File: src/rtl/bbc_pkg.sv
/*
  constants for the backlight brightness control block: command codes,
  addresses, control bit positions, reset values.
  assumes the command decoder outside hands over decoded command strobes.
*/
package bbc_pkg;
  // ----------------------------------------
  // command codes and addresses
  // ----------------------------------------
  localparam logic [7:0]  BBC_CODE_BRI_WR  = 8'h51;
  localparam logic [7:0]  BBC_CODE_BRI_RD  = 8'h52;
  localparam logic [7:0]  BBC_CODE_CTL_WR  = 8'h53;
  localparam logic [7:0]  BBC_CODE_CTL_RD  = 8'h54;
  localparam logic [15:0] BBC_ADDR_BRI_WR  = 16'h5100;
  localparam logic [15:0] BBC_ADDR_BRI_RD  = 16'h5200;
  localparam logic [15:0] BBC_ADDR_CTL_WR  = 16'h5300;
  localparam logic [15:0] BBC_ADDR_CTL_RD  = 16'h5400;
  localparam logic [7:0]  BBC_HIGH_BYTE    = 8'h00;
  // ----------------------------------------
  // control byte layout
  // ----------------------------------------
  localparam int BBC_BIT_BLOCK   = 5;
  localparam int BBC_BIT_AMBIENT = 4;
  localparam int BBC_BIT_DIM     = 3;
  localparam int BBC_BIT_BL      = 2;
  localparam int BBC_BIT_AUTO_BR = 1;
  localparam int BBC_BIT_AUTO_G  = 0;
  localparam logic [7:0] BBC_CTL_MASK = 8'h3f;
  // ----------------------------------------
  // reset values and timing
  // ----------------------------------------
  localparam logic [7:0] BBC_BRI_RST = 8'h00;
  localparam logic [7:0] BBC_CTL_RST = 8'h00;
  // one ramp step every this many ns
  localparam int BBC_RAMP_STEP_NS = 1000;
  localparam int BBC_CLK_NS       = 100;
  localparam int BBC_RAMP_CYC     = BBC_RAMP_STEP_NS / BBC_CLK_NS;
endpackage

File: src/rtl/bbc_pwm.sv
/*
  free running 8-bit pwm: duty code n gives (n+1)/256 high time, zero
  gives none. assumes a single clock and synchronous active low reset.
*/
`timescale 1ns/1ps
module bbc_pwm (
  input  wire logic       clk_sys,
  input  wire logic       resetn,
  input  wire logic [7:0] duty,
  output logic            pwm_on
);
  typedef struct packed {
    logic [7:0] cnt;
    logic       on;
  } bbc_pwm_st_t;
  bbc_pwm_st_t s_r, s_nxt;

  always_comb begin
    s_nxt     = s_r;
    s_nxt.cnt = s_r.cnt + 8'h01;
    // linear map, code 0 dark, else high while cnt <= n
    s_nxt.on  = (duty != 8'h00) && (s_r.cnt <= duty);
  end

  always_ff @(posedge clk_sys) begin
    if (!resetn) begin
      s_r <= '0;
    end else begin
      s_r <= s_nxt;
    end
  end

  assign pwm_on = s_r.on;

  property p_pwm_zero;
    @(posedge clk_sys) disable iff (!resetn)
      (duty == 8'h00) |=> !pwm_on;
  endproperty
  a_pwm_zero: assert property (p_pwm_zero) else $error("pwm on at zero");
  property p_pwm_full;
    @(posedge clk_sys) disable iff (!resetn)
      (duty == 8'hff) |=> pwm_on;
  endproperty
  a_pwm_full: assert property (p_pwm_full) else $error("pwm off at full");
endmodule

File: src/rtl/bbc_top.sv
/*
  brightness and backlight control register bank with pwm and enable pins.
  assumes the host command decoder gives one-cycle write and read strobes
  with the command code (serial link) or 16-bit address (other ports).
*/
`timescale 1ns/1ps
module bbc_top #(
  parameter int RAMP_CYC = bbc_pkg::BBC_RAMP_CYC
) (
  input  wire logic        clk_sys,
  input  wire logic        resetn,
  input  wire logic        cmd_valid,
  input  wire logic        cmd_serial,
  input  wire logic [15:0] cmd_addr,
  input  wire logic [15:0] cmd_wdata,
  input  wire logic [7:0]  light_adaptive_block,
  input  wire logic [7:0]  profile_brightness,
  input  wire logic        pwm_polarity_sel,
  input  wire logic        enable_pin_polarity_sel,
  output logic             rd_valid,
  output logic [15:0]      rd_data,
  output logic             backlight_pwm_pin,
  output logic             backlight_enable_pin,
  output logic [7:0]       brightness_level_eff,
  output logic [7:0]       aux_brightness_level,
  output logic             gamma_from_profile
);
  // ----------------------------------------
  // state
  // ----------------------------------------
  typedef struct packed {
    logic [7:0]  bri;
    logic [7:0]  ctl;
    logic [7:0]  ramp;
    logic [15:0] tick;
    logic        rdv;
    logic [15:0] rdd;
    logic [7:0]  eff;
    logic [7:0]  aux;
    logic        pwm;
    logic        en;
    logic        gam;
  } bbc_st_t;
  bbc_st_t s_r, s_nxt;

  logic        pwm_raw;
  logic [7:0]  duty;
  logic [7:0]  src;
  logic [7:0]  target;
  logic        is_bri_wr, is_bri_rd, is_ctl_wr, is_ctl_rd;
  logic        blk, amb, dim, bl, abr, agm;

  // ----------------------------------------
  // command decode
  // ----------------------------------------
  // serial link carries the code in the low byte, others the full address
  function automatic logic hit(input logic [15:0] a, input logic ser,
                               input logic [7:0] code,
                               input logic [15:0] addr);
    hit = ser ? (a[7:0] == code) : (a == addr);
  endfunction

  always_comb begin
    is_bri_wr = cmd_valid && hit(cmd_addr, cmd_serial,
      bbc_pkg::BBC_CODE_BRI_WR, bbc_pkg::BBC_ADDR_BRI_WR);
    is_bri_rd = cmd_valid && hit(cmd_addr, cmd_serial,
      bbc_pkg::BBC_CODE_BRI_RD, bbc_pkg::BBC_ADDR_BRI_RD);
    is_ctl_wr = cmd_valid && hit(cmd_addr, cmd_serial,
      bbc_pkg::BBC_CODE_CTL_WR, bbc_pkg::BBC_ADDR_CTL_WR);
    is_ctl_rd = cmd_valid && hit(cmd_addr, cmd_serial,
      bbc_pkg::BBC_CODE_CTL_RD, bbc_pkg::BBC_ADDR_CTL_RD);
  end

  assign blk = s_r.ctl[bbc_pkg::BBC_BIT_BLOCK];
  assign amb = s_r.ctl[bbc_pkg::BBC_BIT_AMBIENT];
  assign dim = s_r.ctl[bbc_pkg::BBC_BIT_DIM];
  assign bl  = s_r.ctl[bbc_pkg::BBC_BIT_BL];
  assign abr = s_r.ctl[bbc_pkg::BBC_BIT_AUTO_BR];
  assign agm = s_r.ctl[bbc_pkg::BBC_BIT_AUTO_G];

  // ----------------------------------------
  // brightness source and ramp target
  // ----------------------------------------
  always_comb begin
    // manual register or active profile
    src = abr ? profile_brightness : s_r.bri;
    // ambient block overrides the written level
    if (amb) begin
      src = light_adaptive_block;
    end
    target = blk ? src : 8'h00;
  end

  // ----------------------------------------
  // next state
  // ----------------------------------------
  always_comb begin
    s_nxt     = s_r;
    s_nxt.rdv = 1'b0;
    if (is_bri_wr) begin
      s_nxt.bri = cmd_wdata[7:0];
    end
    if (is_ctl_wr) begin
      // bits 7:6 are held at zero
      s_nxt.ctl = cmd_wdata[7:0] & bbc_pkg::BBC_CTL_MASK;
    end
    if (is_bri_rd) begin
      s_nxt.rdv = 1'b1;
      s_nxt.rdd = {bbc_pkg::BBC_HIGH_BYTE, s_r.bri};
    end else if (is_ctl_rd) begin
      s_nxt.rdv = 1'b1;
      s_nxt.rdd = {bbc_pkg::BBC_HIGH_BYTE, s_r.ctl};
    end
    // ramp: with dim set any target change walks, otherwise steps; bl off clears at once
    s_nxt.tick = (s_r.tick == 16'(RAMP_CYC - 1)) ? 16'h0000
                 : s_r.tick + 16'h0001;
    if (!bl) begin
      s_nxt.ramp = 8'h00;
    end else if (!dim) begin
      s_nxt.ramp = target;
    end else if (s_r.tick == 16'h0000) begin
      // one code per step, a full sweep takes 255 steps
      if (s_r.ramp < target) begin
        s_nxt.ramp = s_r.ramp + 8'h01;
      end else if (s_r.ramp > target) begin
        s_nxt.ramp = s_r.ramp - 8'h01;
      end
    end
    s_nxt.eff = s_nxt.ramp;
    s_nxt.aux = blk ? light_adaptive_block : 8'h00;
    s_nxt.gam = agm;
    s_nxt.en  = bl ^ enable_pin_polarity_sel;
    // inactive pwm level follows polarity
    s_nxt.pwm = (blk && pwm_raw) ^ pwm_polarity_sel;
  end

  assign duty = s_r.ramp;

  bbc_pwm i_bbc_pwm (
    .clk_sys (clk_sys),
    .resetn  (resetn),
    .duty    (duty),
    .pwm_on  (pwm_raw)
  );

  always_ff @(posedge clk_sys) begin
    if (!resetn) begin
      s_r <= '0;
    end else begin
      s_r <= s_nxt;
    end
  end

  assign rd_valid             = s_r.rdv;
  assign rd_data              = s_r.rdd;
  assign backlight_pwm_pin    = s_r.pwm;
  assign backlight_enable_pin = s_r.en;
  assign brightness_level_eff = s_r.eff;
  assign aux_brightness_level = s_r.aux;
  assign gamma_from_profile   = s_r.gam;

  // ----------------------------------------
  // checks
  // ----------------------------------------
  property p_bri_rd;
    @(posedge clk_sys) disable iff (!resetn)
      is_bri_rd |=> rd_valid && rd_data[7:0] == $past(s_r.bri);
  endproperty
  a_bri_rd: assert property (p_bri_rd) else $error("bad bri read");
  property p_ctl_rd;
    @(posedge clk_sys) disable iff (!resetn)
      (is_ctl_rd && !is_bri_rd) |=> rd_valid
        && rd_data == {bbc_pkg::BBC_HIGH_BYTE, $past(s_r.ctl)};
  endproperty
  a_ctl_rd: assert property (p_ctl_rd) else $error("bad ctl read");
  property p_ctl_wr;
    @(posedge clk_sys) disable iff (!resetn)
      is_ctl_wr |=> s_r.ctl ==
        ($past(cmd_wdata[7:0]) & bbc_pkg::BBC_CTL_MASK);
  endproperty
  a_ctl_wr: assert property (p_ctl_wr) else $error("ctl top bits set");
  property p_bri_wr;
    @(posedge clk_sys) disable iff (!resetn)
      is_bri_wr |=> s_r.bri == $past(cmd_wdata[7:0]);
  endproperty
  a_bri_wr: assert property (p_bri_wr) else $error("bri not stored");
  property p_rd_quiet;
    @(posedge clk_sys) disable iff (!resetn)
      !(is_bri_rd || is_ctl_rd) |=> !rd_valid;
  endproperty
  a_rd_quiet: assert property (p_rd_quiet) else $error("stray rd");
  property p_blk_off;
    @(posedge clk_sys) disable iff (!resetn)
      (!blk && !dim) [*2] |=> brightness_level_eff == 8'h00
        && aux_brightness_level == 8'h00
        && backlight_pwm_pin == $past(pwm_polarity_sel);
  endproperty
  a_blk_off: assert property (p_blk_off) else $error("block off leak");
  property p_bl_off;
    @(posedge clk_sys) disable iff (!resetn)
      !bl |=> brightness_level_eff == 8'h00;
  endproperty
  a_bl_off: assert property (p_bl_off) else $error("bl off slow");
  property p_en_pin;
    @(posedge clk_sys) disable iff (!resetn)
      1'b1 |=> backlight_enable_pin == $past(bl ^ enable_pin_polarity_sel);
  endproperty
  a_en_pin: assert property (p_en_pin) else $error("enable pin");
  property p_ramp_step;
    @(posedge clk_sys) disable iff (!resetn)
      (bl && dim) |=> (s_r.ramp - $past(s_r.ramp) <= 8'h01)
        || ($past(s_r.ramp) - s_r.ramp <= 8'h01);
  endproperty
  a_ramp_step: assert property (p_ramp_step) else $error("ramp jump");
  property p_amb;
    @(posedge clk_sys) disable iff (!resetn)
      (bl && !dim && blk && amb) |=> s_r.ramp == $past(light_adaptive_block);
  endproperty
  a_amb: assert property (p_amb) else $error("ambient source");
  property p_gam;
    @(posedge clk_sys) disable iff (!resetn)
      1'b1 |=> gamma_from_profile == $past(agm);
  endproperty
  a_gam: assert property (p_gam) else $error("gamma select");
endmodule

File: config.mk
export PLATFORM = sky130hd
export DESIGN_NAME = bbc_top
export DESIGN_NICKNAME = d
export VERILOG_FILES = /design/src/rtl/bbc_pkg.sv /design/src/rtl/bbc_pwm.sv /design/src/rtl/bbc_top.sv
export SDC_FILE = /design/constraint.sdc
export NUM_CORES = 1
export LEC_CHECK = 0
export ABC_AREA = 1
export BUFFER_PORTS_ARGS = -buffer_cell sky130_fd_sc_hd__buf_2
export CAP_MARGIN = 10
export CORE_MARGIN = 2
export CORE_UTILIZATION = 45
export CTS_CLUSTER_DIAMETER = 60
export DETAILED_ROUTE_END_ITERATION = 7
export PLACE_DENSITY = 0.68
export SLEW_MARGIN = 10
export SYNTH_ARGS = -nofsm -noshare
export SYNTH_HDL_FRONTEND = slang
export SYNTH_SLANG_ARGS = --single-unit
File: constraint.sdc
create_clock -name clk_sys -period 4.5 [get_ports clk_sys]
set_input_delay 0.9 -clock clk_sys [delete_from_list [all_inputs] [get_ports clk_sys]]
set_output_delay 0.9 -clock clk_sys [all_outputs]
set_load 0.1 [all_outputs]
==> flow_metrics.tcl <==
set metrics [dict create \
    io_buffers 73 \
    postPlaceCellArea_um2 4410 \
    timing.setup.critical_path_class "in -> reg" \
    timing.fmax_mhz 282 \
    fin_worst_hold_slack_ns 0.465 \
    startpoint_type "input pin" \
    dp_hpwl_um 7250 \
    fp.dieW_um 101 \
    synth_cell_types 45 \
    synth_top_cells_by_area "dfxtp_1, nand2_1, ha_1, inv_1, buf_4" \
    r2r_setup_slack_ns 0.97 \
    clk_transition_reported_paths_ns 0.07 \
    placement.setup.worst_slack_ns 0.643 \
    synth_top_area_cell "dfxtp_1" \
    grt_max_degree 22 \
    status "finished clean" \
    async_flop_share_pct 0 \
    antenna_violating_nets_left 0 \
    syn-instance-count 585 \
    grt_setup_unrepaired "false" \
    grt_antenna_before_repair 0 \
    place.gp.congestion 0.908 \
    cts_setup_buffers 0 \
    relSlewSlack_pct 52.6 \
    via_count_of_the_first_global_routing_pass 3437 \
    htreeDepth 3 \
    finalSetupTns_ns 0 \
    die_area_um2 10100 \
    r2r_cells 17 \
    slew_viol_final 0 \
    synth-main-ff-cell "dfxtp_1" \
    chipHeight_um 101 \
    grt_first_pass_wirelength_um 15300 \
    hold_buffers 0 \
    clock_sink_count 67 \
    clk-insertion-delay-late_ns 0.35 \
    power_leakage_uw 0.00217 \
    post_drt_via_cell_ratio 5.09 \
    cp_data_arrival_time_ns 3.80 \
    most_common_cell_in_the_netlist "nand2_1" \
    first_pass_iters 5 \
    report.final.setup_viol 0 \
    post-route-drc-count 0 \
    critical_path_required_ns 4.75 \
    drv.max_cap_violation_count 0 \
    syn_area_um2 4190 \
    hold_viol_final 0 \
    final_period_minus_worst_setup_slack_ns 3.55 \
    clock_tree.buffer_depth 2 \
    cts-resized-gates 0 \
    finish.net_count 712 \
    fin_worst_skew_ns 0.0109 \
    r2r_end "brightness_level_eff[5]$_SDFFE_PN0P_" \
    setup.worst_path.end_class "flip-flop" \
    worst_r2r_startpoint "abr$_SDFFE_PN0P_" \
    synthesis.yosys.warnings 0 \
    initial_utilization_pct 45.8 \
    number_of_synthesized_register_bits 67 \
    worstHoldPathType "reg -> reg" \
    rows 35 \
    grt.total_usage_pct 18.9 \
    synth_edf_count 0 \
    wl_per_cell_um 12.5 \
    synthDominantCellAreaShare_pct 32.0 \
    floorplan.io_pins 90 \
    post_route_cells_drive_above_1_share_pct 19.1 \
    numCtsBuffers 9 \
    startpoint "profile_brightness[2]" \
    synthTopCellsByCount "nand2_1, inv_1, dfxtp_1" \
    critical_path_peak_fanout 11 \
    cts_root_buffer "clkbuf_8" \
    globalRoute.totalOverflow 0 \
    cp-endpoint "brightness_level_eff[5]$_SDFFE_PN0P_" \
    synthesis.area_per_instance_um2 7.17 \
    total_power_divided_by_cell_area_nw_per_um2 289 \
    vias 3788 \
    core-area_um2 9150 \
    design_area_um2 4590 \
    final_worst_path_setup_slack_ns 0.948 \
    cts_tree "yes" \
    antennaDiodeCount 0 \
    drt-initial-drc-count 214 \
    area_growth_syn_to_layout_pct 9.58 \
    irDropWorstVdd_v 0.000202 \
    share_of_the_cycle_needed_by_the_critical_path_after_routing_pct 78.9 \
    synth-seq-area-share_pct 32.0 \
    worst-slew-pin-transition_ns 0.711 \
    routed_wl_um 9280 \
]
## per-layer routing
| metal | part of all wire (%) | global-route usage, % | wire, µm |
|---|---|---|---|
| met2 | 47 | 31.6 | 4350 |
| met5 | 0 | 0 | 0 |
| met4 | 1.8 | 7.38 | 167 |
| met1 | 47 | 23.5 | 4320 |
| met3 | 4.8 | 4.58 | 443 |
## final cells by class
| type | instances | area (µm²) |
|---|---|---|
| flip-flops and latches | 67 | 1340 |
| well taps | 111 | 139 |
| clock inverters | 3 | 40.0 |
| multi-input cells | 398 | 2260 |
| repair buffers | 73 | 365 |
| inverters | 81 | 304 |
| clock buffers | 11 | 141 |
| fillers | 917 | 4560 |
## worst min-delay path by stage
stage / from / to / cells past startpoint / slack, ns
2_1_floorplan: agm$_SDFFE_PN0P_ / gamma_from_profile$_SDFF_PN0_ / 2 / 0.41
3_3_place_gp: i_bbc_pwm.s_r[1]$_SDFF_PN0_ / i_bbc_pwm.s_r[1]$_SDFF_PN0_ / 1 / 0.45
3_5_place_dp: i_bbc_pwm.s_r[1]$_SDFF_PN0_ / i_bbc_pwm.s_r[1]$_SDFF_PN0_ / 1 / 0.45
4_1_cts: i_bbc_pwm.s_r[1]$_SDFF_PN0_ / i_bbc_pwm.s_r[1]$_SDFF_PN0_ / 1 / 0.46
5_1_grt: s_r[73]$_SDFFE_PN0P_ / s_r[73]$_SDFFE_PN0P_ / 2 / 0.50
6_report: i_bbc_pwm.s_r[1]$_SDFF_PN0_ / i_bbc_pwm.s_r[1]$_SDFF_PN0_ / 1 / 0.46
## worst max-delay path, stage by stage
cell and delay [ns]:
buf_2 0.10, nand2_1 0.05, o21ai_0 0.07, o21ai_0 0.41
ha_1 0.32, nand2_1 0.06, inv_1 0.05, nand2_1 0.06
nand2_1 0.05, nand2_1 0.09, nand2_1 0.27, ha_1 0.47
a21oi_1 0.16, nand2_1 0.11, a21oi_1 0.18, nor2_1 0.05
o21ai_0 0.14, o21ai_0 0.09, nor2_1 0.11, nor2_1 0.04
## cell families after synthesis
family / count (synthesis) / share of synthesized area, %
AND/OR/NAND/NOR: 264 / 30.5
adder cells (fa/ha/maj): 28 / 8.53
other: 1 / 0.0894
buffers and inverters: 127 / 14.7
XOR/XNOR: 7 / 1.46
AO/OA/AOI/OAI: 91 / 12.8
flip-flops: 67 / 32.0
## state kept, by name, indices dropped and copies added, names as in the netlist
name / flops
abr: 1
amb: 1
i_bbc_pwm.pwm_on: 1
dim: 1
bl: 1
backlight_enable_pin: 1
i_bbc_pwm.s_r: 8
rd_data: 8
aux_brightness_level: 8
agm: 1
s_r: 24
blk: 1
brightness_level_eff: 8
backlight_pwm_pin: 1
rd_valid: 1
gamma_from_profile: 1
## layout by cell type (no fill, tap or decap), types with 2 or more instances in the layout
master    instances
nand4_2           2
o21ai_0          25
o21a_1            3
o21ai_2           3
o211ai_1          5
ha_1             27
a21oi_1          45
a211oi_1          2
nor3_1            8
nand4_1          20
xnor2_1           2
dfxtp_1          67
nand3b_1          3
buf_2            73
nand3_1          37
inv_1            77
nand2_2           7
nand2_4           3
clkinv_2          2
o31ai_4           2
nand3_2           2
nand2_1         105
clkbuf_8         10
nor2_1           59
nor4_1            4
nor2_2            6
nand3_4           2
inv_2             4
nor3b_1           2
xor2_1            5
conb_1            8
## where the power goes
group          internal [µW]  leakage (µW)  switching (µW)
clock network            263     0.0000950             222
logic                   61.1       0.00153             158
registers                606      0.000543            15.1
## stage by stage
stage / std cells / util (%) / total power (µW)
after floorplan: 592 / - / 809
after global placement: 730 / 48.2 / 848
after detailed placement: 730 / 48.2 / 853
after CTS: 744 / 50.2 / 1340
after global routing: 744 / 50.2 / 1380
final: 744 / 50.2 / 1330
Note: power is estimated with default switching activity, not from simulation.
